[config.mk]
export PLATFORM = sky130hd
export DESIGN_NAME = idt_decode
export DESIGN_NICKNAME = d
export VERILOG_FILES = /design/src/idt_pkg.sv /design/src/idt_decode.sv
export SDC_FILE = /design/constraint.sdc
export NUM_CORES = 1
export LEC_CHECK = 0
export ABC_AREA = 1
export ABC_CLOCK_PERIOD_IN_PS = 1300
export BUFFER_PORTS_ARGS = -buffer_cell sky130_fd_sc_hd__buf_2
export CORE_UTILIZATION = 48
export DETAILED_ROUTE_END_ITERATION = 8
export PLACE_DENSITY = 0.83
export SETUP_SLACK_MARGIN = 0.3
export SLEW_MARGIN = 20
export SYNTH_ARGS = -nofsm -noshare
export SYNTH_HDL_FRONTEND = slang
export SYNTH_SLANG_ARGS = --single-unit
export TNS_END_PERCENT = 1
[constraint.sdc]
create_clock -name clk -period 1.3 [get_ports clk]
set_input_delay 0.26 -clock clk [delete_from_list [all_inputs] [get_ports clk]]
set_output_delay 0.26 -clock clk [all_outputs]
set_load 0.02 [all_outputs]
[src/idt_pkg.sv]
package idt_pkg;
	localparam int unsigned IDT_IW          = 13;
	localparam int unsigned IDT_OPT_W       = 13;
	// option word field
	localparam int unsigned IDT_OPT_CYCLE_LENGTH_SELECT    = 10;
	// clock figures
	localparam int unsigned IDT_CLK_MHZ     = 40;
	localparam int unsigned IDT_OSC_SHORT   = 2;
	localparam int unsigned IDT_OSC_LONG    = 4;
	// register operand addresses
	localparam logic [5:0]  IDT_PC_REG      = 6'h02;
	// fixed opcodes
	localparam logic [12:0] IDT_OP_NOP      = 13'h0000;
	localparam logic [12:0] IDT_OP_SLEEP    = 13'h0003;
	localparam logic [12:0] IDT_OP_WDCLR    = 13'h0004;
	localparam logic [12:0] IDT_OP_ENI      = 13'h0010;
	localparam logic [12:0] IDT_OP_DISI     = 13'h0011;
	localparam logic [12:0] IDT_OP_SUBEXIT  = 13'h0012;
	localparam logic [12:0] IDT_OP_INTEXIT  = 13'h0013;
	// instruction classes
	typedef enum logic [3:0] {
		IDT_C_NOP, IDT_C_CTRL, IDT_C_REG, IDT_C_BITSET, IDT_C_BITCLR,
		IDT_C_SKIPB, IDT_C_SKIPZ, IDT_C_LIT8, IDT_C_LIT10, IDT_C_RETLIT,
		IDT_C_OTHER
	} idt_class_t;
	typedef struct packed {
		idt_class_t  cls;
		logic [5:0]  reg_addr;
		logic [2:0]  bit_pos;
		logic [9:0]  literal;
		logic        writes_reg;
		logic        pc_target;
		logic        wd_clear;
		logic        osc_stop;
		logic        int_enable;
		logic        int_disable;
		logic        stack_pop;
		logic        two_cycle;
	} idt_dec_t;
endpackage

[src/idt_decode.sv]
`timescale 1ns/1ps
`default_nettype none
module idt_decode
	import idt_pkg::*;
(
	input  wire logic                 clk,
	input  wire logic                 resetn,
	input  wire logic                 clk_en,
	input  wire logic [IDT_OPT_W-1:0] option_word,
	input  wire logic [IDT_IW-1:0]    instr,
	input  wire logic                 instr_valid,
	input  wire logic                 skip_cond,
	output logic                      cycle_strobe,
	output logic                      timer_tick,
	output idt_dec_t                  dec_q,
	output logic                      dec_valid,
	output logic                      busy,
	output logic                      squash
);
	// ----------------------------------------
	// reset synchroniser
	// ----------------------------------------
	logic rst_s1_q, rst_s2_q;
	always_ff @(posedge clk or negedge resetn) begin
		if (!resetn) begin
			rst_s1_q <= 1'b0;
			rst_s2_q <= 1'b0;
		end else begin
			rst_s1_q <= 1'b1;
			rst_s2_q <= rst_s1_q;
		end
	end
	wire logic rstn = rst_s2_q;

	// ----------------------------------------
	// cycle length option
	// ----------------------------------------
	// option word is static but comes from outside, so resynchronise it
	logic opt_s1_q, opt_s2_q;
	always_ff @(posedge clk or negedge rstn) begin
		if (!rstn) begin
			opt_s1_q <= 1'b0;
			opt_s2_q <= 1'b0;
		end else if (clk_en) begin
			opt_s1_q <= option_word[IDT_OPT_CYCLE_LENGTH_SELECT];
			opt_s2_q <= opt_s1_q;
		end
	end
	wire logic cycle_length_select = opt_s2_q;

	// ----------------------------------------
	// oscillator divider
	// ----------------------------------------
	logic [1:0] div_q;
	wire logic [1:0] div_last = cycle_length_select ? 2'(IDT_OSC_LONG - 1)
	                                                : 2'(IDT_OSC_SHORT - 1);
	wire logic cyc_end = (div_q >= div_last);
	// two or four clocks per cycle
	always_ff @(posedge clk or negedge rstn) begin
		if (!rstn)
			div_q <= 2'h0;
		else if (clk_en)
			div_q <= cyc_end ? 2'h0 : div_q + 2'h1;
	end
	always_ff @(posedge clk or negedge rstn) begin
		if (!rstn)
			cycle_strobe <= 1'b0;
		else if (clk_en)
			cycle_strobe <= cyc_end;
	end
	// timer tick once per instruction cycle
	always_ff @(posedge clk or negedge rstn) begin
		if (!rstn)
			timer_tick <= 1'b0;
		else if (clk_en)
			timer_tick <= cyc_end;
	end

	// ----------------------------------------
	// field decode
	// ----------------------------------------
	idt_dec_t d;
	always_comb begin
		d = '0;
		d.cls = IDT_C_OTHER;
		// operand fields sit at fixed positions
		// i/o registers share the same address space
		d.reg_addr = instr[5:0];
		d.bit_pos  = instr[8:6];
		// 8 or 10 bit immediates, the long one for jump and call
		d.literal  = (instr[12:11] == 2'h2) ? instr[9:0] : {2'h0, instr[7:0]};
		if (instr[12:10] == 3'b100) begin
			d.cls = IDT_C_LIT10;
			d.two_cycle = 1'b1;
		end else if (instr[12:10] == 3'b101) begin
			d.cls = IDT_C_LIT10;
			d.two_cycle = 1'b1;
		end else if (instr[12:11] == 2'b11) begin
			d.cls = (instr[10:8] == 3'b001) ? IDT_C_RETLIT : IDT_C_LIT8;
			// literal return takes two cycles and pops like any return
			d.two_cycle = (instr[10:8] == 3'b001);
			d.stack_pop = (instr[10:8] == 3'b001);
		end else if (instr[12:10] == 3'b010) begin
			d.cls = instr[9] ? IDT_C_BITSET : IDT_C_BITCLR;
			d.writes_reg = 1'b1;
			d.pc_target = (instr[5:0] == IDT_PC_REG);
		end else if (instr[12:10] == 3'b011) begin
			d.cls = IDT_C_SKIPB;
		end else if (instr == IDT_OP_NOP) begin
			d.cls = IDT_C_NOP;
		end else if (instr[12:6] == 7'h00) begin
			d.cls = IDT_C_CTRL;
			case (instr)
				IDT_OP_SLEEP: begin
					d.wd_clear = 1'b1;
					d.osc_stop = 1'b1;
				end
				IDT_OP_WDCLR: d.wd_clear = 1'b1;
				IDT_OP_ENI: d.int_enable = 1'b1;
				IDT_OP_DISI: d.int_disable = 1'b1;
				IDT_OP_SUBEXIT: begin
					d.stack_pop = 1'b1;
					d.two_cycle = 1'b1;
				end
				IDT_OP_INTEXIT: begin
					d.stack_pop = 1'b1;
					d.int_enable = 1'b1;
					d.two_cycle = 1'b1;
				end
				default: d.cls = IDT_C_CTRL;
			endcase
		end else begin
			d.cls = IDT_C_REG;
			// skip-on-zero groups: dec 0x05 (bits 7:6 = 3 / 1), inc 0x07 (3 / 1)
			if ((instr[12:8] == 5'h05 || instr[12:8] == 5'h07) && instr[6])
				d.cls = IDT_C_SKIPZ;
			// destination is the register when bit 6 set, or clr/mov forms
			d.writes_reg = instr[6] || (instr[12:8] == 5'h00);
			d.pc_target = d.writes_reg && (instr[5:0] == IDT_PC_REG);
		end
		// program counter writes take two cycles
		if (d.pc_target)
			d.two_cycle = 1'b1;
	end

	// ----------------------------------------
	// issue sequencing
	// ----------------------------------------
	typedef enum logic [1:0] {IDT_S_RUN, IDT_S_EXTRA} idt_state_t;
	idt_state_t st_q;
	wire logic is_skip = (dec_q.cls == IDT_C_SKIPB) || (dec_q.cls == IDT_C_SKIPZ);
	// extra cycle for branches and taken skips
	wire logic need_extra = dec_valid && (dec_q.two_cycle || (is_skip && skip_cond));
	always_ff @(posedge clk or negedge rstn) begin
		if (!rstn)
			st_q <= IDT_S_RUN;
		else if (clk_en && cyc_end) begin
			case (st_q)
				IDT_S_RUN:   st_q <= need_extra ? IDT_S_EXTRA : IDT_S_RUN;
				IDT_S_EXTRA: st_q <= IDT_S_RUN;
				default:     st_q <= IDT_S_RUN;
			endcase
		end
	end
	always_ff @(posedge clk or negedge rstn) begin
		if (!rstn) begin
			dec_q     <= '0;
			dec_valid <= 1'b0;
		end else if (clk_en && cyc_end) begin
			// need_extra is low in the extra cycle, so its end takes the next word
			if (!need_extra) begin
				dec_q     <= d;
				dec_valid <= instr_valid;
			end else begin
				dec_valid <= 1'b0;
			end
		end
	end
	always_ff @(posedge clk or negedge rstn) begin
		if (!rstn) begin
			busy   <= 1'b0;
			squash <= 1'b0;
		end else if (clk_en && cyc_end) begin
			busy   <= (st_q == IDT_S_RUN) && need_extra;
			squash <= (st_q == IDT_S_RUN) && need_extra && is_skip && skip_cond;
		end
	end

	// ----------------------------------------
	// assertions
	// ----------------------------------------
	a_short_cycle: assert property (@(posedge clk) disable iff (!rstn)
		(clk_en && cyc_end && !cycle_length_select) |=> (!clk_en || !cyc_end))
		else $error("short cycle length wrong");
	a_div_bound: assert property (@(posedge clk) disable iff (!rstn)
		(!cycle_length_select) |-> (div_q <= 2'h1 || $past(cycle_length_select)))
		else $error("divider overran short cycle");
	a_tick_rate: assert property (@(posedge clk) disable iff (!rstn)
		(clk_en && timer_tick && cycle_length_select && $stable(cycle_length_select))
		|=> !timer_tick)
		else $error("timer tick too fast");
	a_extra_cycle: assert property (@(posedge clk) disable iff (!rstn)
		(clk_en && cyc_end && st_q == IDT_S_RUN && need_extra)
		|=> (st_q == IDT_S_EXTRA && busy && !dec_valid))
		else $error("two-cycle instruction not stretched");
	a_extra_ends: assert property (@(posedge clk) disable iff (!rstn)
		(clk_en && cyc_end && st_q == IDT_S_EXTRA)
		|=> (st_q == IDT_S_RUN && !busy && dec_valid == $past(instr_valid)))
		else $error("extra cycle not ended after one bubble");
	a_sleep_dec: assert property (@(posedge clk) disable iff (!rstn)
		(instr == IDT_OP_SLEEP) |-> (d.wd_clear && d.osc_stop))
		else $error("sleep decode wrong");
	a_wdclr_dec: assert property (@(posedge clk) disable iff (!rstn)
		(instr == IDT_OP_WDCLR) |-> (d.wd_clear && !d.osc_stop))
		else $error("watchdog clear decode wrong");
	a_intexit_dec: assert property (@(posedge clk) disable iff (!rstn)
		(instr == IDT_OP_INTEXIT) |-> (d.stack_pop && d.int_enable && d.two_cycle))
		else $error("interrupt exit decode wrong");
	a_squash_skip: assert property (@(posedge clk) disable iff (!rstn)
		(clk_en && cyc_end && st_q == IDT_S_RUN && dec_valid && is_skip && skip_cond)
		|=> squash)
		else $error("taken skip not squashed");
	c_long_mode: cover property (@(posedge clk) disable iff (!rstn)
		cycle_length_select && cyc_end);
	c_taken_skip: cover property (@(posedge clk) disable iff (!rstn) squash);
	c_pc_write: cover property (@(posedge clk) disable iff (!rstn)
		dec_valid && dec_q.pc_target);
endmodule
`default_nettype wire

# After elaboration in Yosys (flattened, before gate mapping)
# Index checks and enable logic that the tools add are counted.
[word_totals]
regBits = 43
latchBits = 0
mem_bits_rw = 0
mem_bits_ro = 0
in_bits = 31
output_inout_bits = 36
mem_count = 0
[op_classes]
addsub = 1
mul = 0
n_div = 0
magnitude_cmp = 1
eq_ne = 18
shifts = 0
muxes = 34
bitwise_logic = 1
n_reduce_logical = 20
[ops]
columns = ["op", "count"]
rows = [
  ["== test 13 x 5 -> 1 bit (second input constant)", 4],
  ["two-way mux 4 bit", 8],
  ["two-way mux 6 bit", 3],
  ["two-way mux 8 bit", 2],
  ["two-way mux 7 bit", 2],
  ["== test 13 x 2 -> 1 bit (second input constant)", 1],
  ["== test 13 x 3 -> 1 bit (second input constant)", 1],
  ["zero test 13 bit", 1],
  ["two-way mux 2 bit", 6],
  ["== test 5 x 3 -> 1 bit (second input constant)", 2],
  ["two-way mux 1 bit", 10],
  ["two-way mux 10 bit", 1],
  ["== test 4 x 3 -> 1 bit (second input constant)", 2],
  ["logical AND 1 bit", 8],
  ["zero test 7 bit", 1],
  ["== test 3 x 2 -> 1 bit (second input constant)", 2],
  ["== test 3 bit (second input constant)", 2],
  ["== test 6 x 2 -> 1 bit (second input constant)", 1],
  ["two-way mux 3 bit", 2],
  ["OR reduction 2 bit", 3],
  ["zero test 5 bit", 1],
  ["== test 2 bit (second input constant)", 2],
  ["logical OR 1 bit", 4],
  ["== test 3 x 1 -> 1 bit (second input constant)", 1],
  ["5 further kinds", 5],
]

# Logic depth before layout (Yosys ltp)
# Gate-level depths: netlist (run 1).
[depth]
ltp_word = 11
mapped_depth = 10
mapped_depth_nobuf = 10

# Worst setup path after synthesis (run 1)
# Ideal clock, no wire load.
[synth_path]
path_type = "reg2reg"
start = "reg dec_q[27] (netlist bit)"
end = "reg dec_q[4] (netlist bit)"
setup_time_ps = 127
arrival_ps = 1255
required_time_ps = 1173
path_slack_ps = -81
path_stages_with_launch = 11
period_less_slack_ps = 1381
path_cell_list = "dfrtp_1 > inv_1 > nand2_1 > nand2_1 > nand3_1 > nand2_1 > nand2_1 > nand2_2 > buf_4 > nand2_1 > o21ai_0"
[synth_between]
elab_chain_len = 7
elab_cells_between_ends = 8
classes_between = "2 x eq/ne; 1 x bitwise; 5 x reduce/logical"
[synth_rtl]
columns = ["element", "line_no", "text"]
rows = [
  ["start, declared", "idt_decode.sv:15", "output idt_dec_t dec_q,"],
  ["start signal, assigned", "idt_decode.sv:167", "dec_q <= '0;"],
  ["start signal, assigned", "idt_decode.sv:172", "dec_q <= d;"],
  ["== test 4 x 3 -> 1 bit", "idt_decode.sv:151", "wire logic is_skip = (dec_q.cls == IDT_C_SKIPB) || (dec_q.cls == IDT_C_SKIPZ);"],
  ["logical OR 1 bit *", "idt_decode.sv:151", ""],
  ["logical AND 1 bit *", "idt_decode.sv:153", "wire logic need_extra = dec_valid && (dec_q.two_cycle || (is_skip && skip_cond));"],
  ["logical OR 1 bit *", "idt_decode.sv:153", ""],
  ["logical AND 1 bit *", "idt_decode.sv:153", ""],
  ["NOT 1 bit (no source line) *", "n/a", ""],
  ["AND reduction 2 bit (no source line) *", "n/a", ""],
]
# Mark *: on every way between the ends. The rest lies on a longest branch, timed or not.
# A chain may end at the register's enable or synchronous reset.

# Worst setup path after layout (run 1)
[layout_path]
start = "reg div_q[1]"
end = "reg dec_q[2] (netlist bit)"
[layout_between]
elab_chain_len = 3
[layout_rtl]
columns = ["element", "line_no", "text"]
rows = [
  ["start, declared", "idt_decode.sv:54", "logic [1:0] div_q;"],
  ["start signal, assigned", "idt_decode.sv:63", "div_q <= cyc_end ? 2'h0 : div_q + 2'h1;"],
  [">= comparator 2 bit", "idt_decode.sv:57", "wire logic cyc_end = (div_q >= div_last);"],
  ["logical AND 1 bit", "idt_decode.sv:169", "end else if (clk_en && cyc_end) begin"],
  ["AND reduction 2 bit (no source line)", "n/a", ""],
]
# No other way between the ends.

==> results.py, run 1 <==
metrics = {
    "clock_network": {
        "cts_buffers": 5,
        "htreeDepth": 2,
        "root_buffer": "clkbuf_4",
        "cts_tree": "yes",
        "clk_latency_ns": 0.33,
        "cts.clk_slew.worst_paths_ns": 0.10,
        "cts_sinks": 33,
        "cts.path.max_buffers": 2,
    },
    "sta": {
        "tns_ns": -1.41,
        "finalHoldViolations": 0,
        "period_share_pct": 109,
        "fin_ws_ns": -0.122,
        "skew_ns": 0.00390,
        "min_period_ns": 1.42,
        "finalMaxSlewViolations": 0,
        "clock.fmax_mhz": 703,
        "rsz0062_at_grt": "true",
        "setup_viol": 24,
    },
    "die": {
        "start_util_pct": 49.9,
        "die_w_um": 60.9,
        "die_area_um2": 3710,
        "dieHeight_um": 60.9,
        "ios": 67,
        "core-area_um2": 3340,
        "fp-row-count": 21,
    },
    "pwr": {
        "p_leak_nw": 1.25,
        "power_density_nw_per_um2": 2220,
        "vdd_drop_max_uv": 1380,
    },
    "placement": {
        "io_buffers": 54,
        "gp_congestion": 0.891,
        "dp.final_hpwl_um": 2670,
    },
    "outcome": {
        "status": "finished, violations left",
        "violations": "negative setup slack",
    },
    "routing": {
        "wl_per_cell_um": 11.6,
        "met1_length_um": 1570,
        "drt_iter0_markers": 94,
        "wl_met3_um": 225,
        "detail-route-antenna-nets": 0,
        "topRoutingLayerUsed": "met4",
        "wl_met2_um": 1860,
        "drt_pass1_iterations": 4,
        "vias": 1581,
        "remaining_drc_errors": 0,
        "via_per_inst": 4.94,
        "routed_wl_um": 3710,
    },
    "worst_hold_path": {
        "holdCritPathClass": "in2reg",
        "hp-start": "instr_valid",
    },
    "global_route": {
        "overflow": 0,
        "antenna_found_initial": 0,
        "grt_pass1_wl_um": 5850,
        "grt_pass1_vias": 1383,
        "grt_max_degree": 32,
        "grt_usage_pct": 22.1,
    },
    "synth": {
        "synth_cells": 206,
        "ys_warn_count": 0,
        "synth-seq-cells": 33,
        "synth_area_um2": 1670,
        "syn-num-nets": 238,
        "syn_avg_cell_area_um2": 8.08,
        "synth.distinct_cells": 26,
        "synth-seq-area-share_pct": 49.6,
    },
    "flow_run": {
        "maxCapViolCount": 0,
    },
    "critical_path": {
        "crit_chain": "ha_4 -> nand2_2 -> nand2_4 -> inv_4 -> a21oi_4 -> buf_12 -> nand3_2 -> nand2_1",
        "critPathSlowestCell": "dfrtp_1",
        "cp-start-kind": "register",
        "end_kind": "register",
        "crit_fanout": 7,
        "max_stage_delay_ns": 0.42,
        "cp.required_ns": 1.58,
        "r2r_start": "div_q[1]$_DFFE_PN0P_",
        "crit_type": "reg2reg",
        "arrival_ns": 1.70,
        "crit_start": "div_q[1]$_DFFE_PN0P_",
    },
    "final_layout": {
        "area_growth_pct": 42.3,
        "antenna_cells": 0,
        "drive_gt1_share_pct": 37.2,
        "finish.utilization_pct": 71.0,
        "nets": 305,
    },
}
path summary, 6_finish.rpt:
check / slack (ns) / end / cells after the start
max in group asynchronous: 0.74 / dec_valid$_DFFE_PN0P_ / 1
min in group asynchronous: 0.22 / rst_s1_q$_DFF_PN0_ / 2
setup reg to reg: -0.12 / dec_q[2]$_DFFE_PN0P_ / 8
hold reg to reg: 0.26 / dec_q[19]$_DFFE_PN0P_ / 1
hold / removal: 0.12 / dec_valid$_DFFE_PN0P_ / 3
setup / recovery: -0.12 / dec_q[2]$_DFFE_PN0P_ / 8
stage by stage:
stage                     area [µm²]  hold slack, ns  total power [mW]  setup WS [ns]  instances
final                           2370           0.122              5.26         -0.122        320
after floorplan                 1690         -0.0356              3.20       -0.00708        206
after detailed placement        2060          0.0468              3.91        -0.0954        311
after CTS                       2310           0.121              5.13         -0.125        320
after global placement          2060          0.0445              3.84        -0.0826        311
after global routing            2370           0.127              5.64         -0.217        320
registers in the layout (all words and copies together) (netlist names):
signal and cells:
busy 1, cycle_length_select 1, dec_q 23, dec_valid 1, div_q 2, opt_s1_q 1
rst_s1_q 1, rst_s2_q 1, squash 1, timer_tick 1
worst max-delay path: cells and delay by family (launching register included):
| family | cells | cell delay, ns |
|---|---|---|
| AO/OA/AOI/OAI | 1 | 0.22 |
| buffers and inverters | 2 | 0.20 |
| adder cells (fa/ha/maj) | 1 | 0.28 |
| flip-flops | 1 | 0.42 |
| AND/OR/NAND/NOR | 4 | 0.26 |
power breakdown:
group / internal (mW) / leakage (nW) / switching, mW / total, mW
clock: 0.459 / 0.0455 / 0.332 / 0.791
combinational: 1.35 / 0.796 / 1.42 / 2.77
sequential: 1.39 / 0.413 / 0.307 / 1.70
cells in the mapped netlist (all sizes together):
cell	instances	area share, %
a211oi	1	0.45
a21oi	3	1.6
buf	13	6.1
conb	1	0.23
dfrtp	33	50
ha	1	0.75
inv	27	6.2
mux2	1	0.68
nand2	65	16
nand3	14	4.8
nand4	3	1.1
nor2	15	3.4
nor3	2	0.60
nor4	3	1.1
o211ai	1	0.45
o21ai	22	6.8
xnor2	1	0.53
metal layers:
metal | vias to the layer above | GRT usage [%]
li1 | 778 | -
met1 | 734 | 29.2
met2 | 61 | 35.5
met3 | 8 | 5.76
met4 | 0 | 7.14
met5 | - | 0
cell type report:
cell class                      instances  area (µm²)
Fill cell                             257         967
Timing Repair Buffer                   73         633
Inverter                               27         104
Multi-Input combinational cell        133         659
Clock inverter                          1        30.0
Tap cell                               46        57.6
Clock buffer                            7        55.1
Sequential cell                        33         831
kinds of logic (layout without fill, tap and decap cells):
| family | count (synthesis) | after routing | synth area share (%) |
|---|---|---|---|
| and+or+nand+nor | 102 | 102 | 26.6 |
| adders and majority gates | 1 | 1 | 0.751 |
| other | 1 | 1 | 0.225 |
| muxes | 1 | 1 | 0.676 |
| DFF | 33 | 33 | 49.6 |
| AOI/OAI and AO/OA | 27 | 27 | 9.32 |
| xor gates and xnor gates | 1 | 1 | 0.526 |
| buffers and inverters | 40 | 108 | 12.3 |
cells in the final DEF (no fill, tap or decap), drive strengths merged:
cell type | netlist | layout
nand3 | 14 | 14
a21oi | 3 | 3
inv | 27 | 27
nand2 | 65 | 65
conb | 1 | 1
dlygate4sd3 | 0 | 1
xnor2 | 1 | 1
bufinv | 0 | 1
a211oi | 1 | 1
mux2 | 1 | 1
clkbuf | 0 | 7
ha | 1 | 1
nor4 | 3 | 3
o21ai | 22 | 22
dfrtp | 33 | 33
nand4 | 3 | 3
nor3 | 2 | 2
o211ai | 1 | 1
nor2 | 15 | 15
buf | 13 | 72
repair_timing:
item / CTS / global route
buffers inserted: 0 / 0
hold endpoints to repair: 2 / 0
gates resized for setup: 51 / 23
endpoints found under the setup margin: 64 / 64
pin swaps: 4 / 2
hold buffers: 1 / 0
Power figures use the tool's default switching activity.
==> inputs of run 2 (changes only) <==
Settings changed: PLACE_DENSITY 0.83 to 0.8.
==> run 2 against run 1 <==
  * The flow still finishes with violations (negative setup slack)
  * Clock skew is 0.014 ns higher
  * Sequential power is 2% lower
  * Worst setup slack better by 0.0040 ns
  * Cell area is 0.16% lower
  * Wire length is 7.5% higher
  * Non-clock buffer count is 5 higher
  * Core utilization is 0.11 points lower
  * Via count is 0.25% lower
  * Power is 0.49% higher
  * Critical endpoint is now dec_q[19]$_DFFE_PN0P_
==> results.py, run 2 (synthesis results as in run 1) <==
metrics = {
    "final_layout": {
        "area_growth_pct": 42.1,
        "layout_common_cells": "nand2_1, buf_2, dfrtp_1, inv_1, buf_6",
        "fillCellCount": 264,
        "final_common_cell": "nand2_1",
        "finish.utilization_pct": 70.9,
        "finalNonFillerCells": 325,
        "largest-register": "dec_q",
        "largest_reg_flops": 23,
        "top_regs": "dec_q x23, div_q x2",
        "antenna_cells": 0,
        "nets": 310,
        "drive_gt1_share_pct": 38.0,
    },
    "sta": {
        "finalMaxSlewViolations": 0,
        "clock.fmax_mhz": 705,
        "min_period_ns": 1.42,
        "fin_ws_ns": -0.118,
        "setup_viol": 27,
        "skew_ns": 0.0177,
        "finalHoldViolations": 0,
        "tns_ns": -2.29,
        "rsz0062_at_grt": "true",
        "period_share_pct": 109,
    },
    "pwr": {
        "netSwitchingFraction_pct": 40.2,
        "pwr-share-seq_pct": 31.5,
        "power_density_nw_per_um2": 2230,
        "p_total_mw": 5.29,
        "cell_internal_pwr_mw": 3.16,
        "comb_power_share_pct": 53.0,
        "p_sw_mw": 2.13,
        "p_leak_nw": 1.29,
        "vdd_drop_max_uv": 1140,
        "pwr-share-clk_pct": 15.5,
    },
    "clock_network": {
        "clk_latency_ns": 0.36,
        "htreeDepth": 2,
        "root_buffer": "clkbuf_4",
        "cts.path.max_buffers": 2,
        "cts_sinks": 33,
        "cts.clk_slew.worst_paths_ns": 0.11,
        "cts_buffers": 5,
        "cts_tree": "yes",
    },
    "die": {
        "die_area_um2": 3710,
        "fp-row-count": 21,
        "ios": 67,
        "dieHeight_um": 60.9,
        "die_w_um": 60.9,
        "start_util_pct": 49.9,
        "core-area_um2": 3340,
    },
    "routing": {
        "wl_per_cell_um": 12.3,
        "routed_wl_um": 3990,
        "via_per_inst": 4.85,
        "detail-route-antenna-nets": 0,
        "drt_pass1_iterations": 4,
        "remaining_drc_errors": 0,
        "drt_iter0_markers": 74,
        "vias": 1577,
    },
    "critical_path": {
        "arrival_ns": 1.65,
        "cp-start-kind": "register",
        "crit_type": "reg2reg",
        "crit_fanout": 11,
        "cp.required_ns": 1.54,
        "end_kind": "register",
    },
    "global_route": {
        "grt_usage_pct": 21.8,
        "grt_max_degree": 32,
        "grt_pass1_vias": 1335,
        "antenna_found_initial": 0,
        "grt_pass1_wl_um": 5660,
        "overflow": 0,
    },
    "placement": {
        "dp.final_hpwl_um": 2660,
        "placed_cells": 310,
        "io_buffers": 54,
        "gp_congestion": 0.888,
    },
    "worst_hold_path": {
        "holdCritPathClass": "in2reg",
    },
    "flow_run": {
        "maxCapViolCount": 0,
    },
    "outcome": {
        "status": "finished, violations left",
        "violations": "negative setup slack",
    },
}
[run 2: cell count changes in the layout (fill, tap and decap cells not counted), sizes merged]
cell / change
clkbuf: +2
buf: +3
[run 2: final timing paths]
path,from,endpoint,slack [ns],cells after the start
worst max-delay path,dec_q[27]$_DFFE_PN0P_,dec_q[19]$_DFFE_PN0P_,-0.12,9
worst max register to register,dec_q[27]$_DFFE_PN0P_,dec_q[19]$_DFFE_PN0P_,-0.12,9
worst min-delay path,instr_valid,dec_valid$_DFFE_PN0P_,0.09,3
max in group asynchronous,rst_s2_q$_DFF_PN0_,dec_q[29]$_DFFE_PN0P_,0.77,1
min in group asynchronous,resetn,rst_s2_q$_DFF_PN0_,0.21,2
worst min register to register,rst_s2_q$_DFF_PN0_,dec_q[6]$_DFFE_PN0P_,0.24,1
[run 2: what timing repair did]
action / in CTS / in global routing
hold buffers: 1 / 0
gates resized for setup: 8 / 48
pin swaps: 1 / 3
setup endpoints to repair: 64 / 65
gates cloned: 0 / 3
buffers inserted: 1 / 2
hold endpoints to repair: 2 / 0
[run 2: routing by layer]
layer  track usage, %  up-vias  part of all wire (%)
met5                0        -                     0
met4             10.7        0                   2.1
met3             8.10       12                   5.3
met2             34.4       48                    48
met1             26.3      726                    45
li1                 -      791                     -
[run 2: cell type report]
| type | instances | area (µm²) | area share [%] |
|---|---|---|---|
| flip-flops and latches | 33 | 831 | 35.1 |
| multi-input cells | 133 | 659 | 27.9 |
| repair buffers | 78 | 629 | 26.6 |
| inverters | 27 | 104 | 4.39 |
| well taps | 46 | 57.6 | 2.43 |
| clock buffers | 7 | 55.1 | 2.33 |
| clock inverters | 1 | 30.0 | 1.27 |
[run 2: critical path, cell delays in order, from the launching register on]
cell and delay, ns:
dfrtp_2 0.44, inv_2 0.06, nand2_1 0.04, nand2_1 0.07, nand3_2 0.10, nand2_4 0.11, nand2_2 0.07, nand2_4 0.14
clkbuf_16 0.18, o21ai_0 0.07
[run 2: power by group through the flow]
stage	Sequential, mW	Clock (mW)	Combinational, mW
4_1_cts	1.62	0.821	2.34
3_5_place_dp	1.64	0	2.22
6_report	1.66	0.820	2.80
5_1_grt	1.71	0.873	3.07
3_3_place_gp	1.62	0	2.18
2_1_floorplan	2.03	0	1.17
[run 2: per-stage QoR]
step | cell area [µm²] | hold slack (ns) | worst slack, ns
global placement | 2040 | 0.0444 | -0.105
CTS | 2170 | 0.0960 | -0.105
detailed placement | 2040 | 0.0475 | -0.119
floorplan | 1690 | -0.0356 | -0.00708
finish | 2370 | 0.0878 | -0.118
global route | 2370 | 0.0888 | -0.201
==> inputs of run 3 (changes only) <==
Settings changed: REMOVE_ABC_BUFFERS set to 1.
==> run 3 against run 2 <==
  * The run still ends with negative setup slack left
  * Hold slack improved by 0.015 ns
  * Core utilization increased by 2.1 points
  * First-iteration DRC count decreased by 34%
==> results.py, run 3 (synthesis results as in run 1) <==
metrics = {
    "outcome": {
        "status": "finished, violations left",
        "violations": "negative setup slack",
    },
    "routing": {
        "vias": 1570,
        "drt_iter0_markers": 49,
        "via_per_inst": 4.86,
        "drt_pass1_iterations": 4,
        "detail-route-antenna-nets": 0,
        "routed_wl_um": 3840,
        "wl_per_cell_um": 11.9,
        "remaining_drc_errors": 0,
    },
    "die": {
        "core-area_um2": 3340,
        "ios": 67,
        "fp-row-count": 21,
        "die_area_um2": 3710,
        "dieHeight_um": 60.9,
        "start_util_pct": 49.9,
        "die_w_um": 60.9,
    },
    "global_route": {
        "grt_usage_pct": 21.1,
        "grt_pass1_vias": 1301,
        "grt_max_degree": 32,
        "grt_pass1_wl_um": 5600,
        "overflow": 0,
        "antenna_found_initial": 0,
    },
    "critical_path": {
        "crit_fanout": 6,
        "end_kind": "register",
        "cp.required_ns": 1.55,
        "reg2reg_to": "dec_q[16]$_DFFE_PN0P_",
        "reg2reg_depth": 8,
        "cp-start-kind": "register",
        "r2r_start": "div_q[1]$_DFFE_PN0P_",
        "crit_type": "reg2reg",
        "arrival_ns": 1.65,
        "reg2reg_slack_ns": -0.1,
    },
    "placement": {
        "gp_congestion": 0.938,
        "dp.final_hpwl_um": 2640,
        "io_buffers": 54,
        "placed_area_um2": 2020,
    },
    "final_layout": {
        "final_area_um2": 2440,
        "area_growth_pct": 46.3,
        "nets": 308,
        "largest-register": "dec_q",
        "final_common_cell": "nand2_1",
        "top_regs": "dec_q x23, div_q x2",
        "antenna_cells": 0,
        "largest_reg_flops": 23,
        "layout_common_cells": "nand2_1, dfrtp_1, buf_2, buf_6, inv_1",
        "drive_gt1_share_pct": 43.7,
    },
    "flow_run": {
        "maxCapViolCount": 0,
    },
    "pwr": {
        "vdd_drop_max_uv": 1240,
        "p_leak_nw": 1.30,
        "power_density_nw_per_um2": 2260,
    },
    "worst_hold_path": {
        "holdCritPathClass": "in2reg",
        "whs_endpoint": "dec_valid$_DFFE_PN0P_",
        "hp-start": "instr_valid",
        "worst_hold_path.num_cells": 3,
    },
    "clock_network": {
        "clk_latency_ns": 0.35,
        "cts.clk_slew.worst_paths_ns": 0.10,
        "cts_sinks": 33,
        "cts.path.max_buffers": 2,
        "root_buffer": "clkbuf_4",
        "cts_tree": "yes",
        "cts_buffers": 5,
        "htreeDepth": 2,
    },
    "sta": {
        "rsz0062_at_grt": "true",
        "setup_viol": 25,
        "clock.fmax_mhz": 715,
        "finalHoldViolations": 0,
        "tns_ns": -1.30,
        "finalMaxSlewViolations": 0,
        "fin_ws_ns": -0.0988,
        "period_share_pct": 108,
        "min_period_ns": 1.40,
        "skew_ns": 0.0142,
    },
}
## run 3: cell count changes in the layout (fill, tap and decap cells not counted), moves of 5 or more
| cell | change |
|---|---|
| buf_6 | +5 |
| nand2_1 | -9 |
| nand2_2 | +9 |
| o21ai_2 | +7 |
| buf_2 | -7 |
| o21ai_1 | -6 |
## run 3: layout make-up
cell class              instances  area (µm²)
repair buffers                 76         633
clock buffers                   7        55.1
multi-input cells             133         729
well taps                      46        57.6
flip-flops and latches         33         827
clock inverters                 1        30.0
fillers                       257         901
inverters                      27         104
## run 3: repair_timing
action | 4_1_cts | 5_1_grt
endpoints found under the setup margin | 64 | 65
hold buffers | 1 | 0
buffers inserted | 2 | 3
pin swaps | 4 | 6
endpoints found under the hold margin | 2 | 0
cloned | 0 | 1
gates resized for setup | 36 | 57
## run 3: worst max-delay path by stage
| stage | end | depth (start not counted) | startpoint | slack [ns] |
|---|---|---|---|---|
| finish | dec_q[16]$_DFFE_PN0P_ | 8 | div_q[1]$_DFFE_PN0P_ | -0.1 |
| global route | dec_q[29]$_DFFE_PN0P_ | 11 | dec_q[28]$_DFFE_PN0P_ | -0.24 |
| CTS | dec_q[30]$_DFFE_PN0P_ | 8 | div_q[1]$_DFFE_PN0P_ | -0.11 |
| detailed placement | dec_q[20]$_DFFE_PN0P_ | 7 | div_q[1]$_DFFE_PN0P_ | -0.13 |
| global placement | dec_q[13]$_DFFE_PN0P_ | 7 | div_q[1]$_DFFE_PN0P_ | -0.09 |
| floorplan | dec_q[28]$_DFFE_PN0P_ | 10 | dec_q[27]$_DFFE_PN0P_ | -0.27 |
## run 3: per-stage QoR
stage	hold slack [ns]	instances	utilization, %	setup slack [ns]	total power [mW]
after floorplan	-0.0356	193	-	-0.272	2.89
after global placement	0.0455	308	60.4	-0.0888	3.78
after detailed placement	0.0484	308	60.4	-0.130	3.83
after CTS	0.0971	319	67.1	-0.113	4.97
after global routing	0.115	323	73.0	-0.240	5.87
final	0.103	323	73.0	-0.0988	5.52
## run 3: critical path, stage by stage, from the launching register on
cell and delay (ns):
dfrtp_1 0.42, ha_4 0.29, nand2_4 0.05, nand2_4 0.08, nand2_4 0.10, buf_6 0.15
buf_6 0.11, nand2_1 0.05, o21ai_1 0.05
## run 3: per-layer routing
layer  global-route usage (%)  share of wire [%]  wire (µm)  vias up
li1                         -                  -          -      786
met1                     26.3                 44       1680      738
met2                     34.5                 50       1900       39
met3                     5.97                4.4        168        7
met4                     8.77                2.2         84        0
met5                        0                  0          0        -
## run 3: report_power, final
part / switching [mW] / internal [mW]
registers: 0.313 / 1.38
clock network: 0.345 / 0.459
logic: 1.57 / 1.44
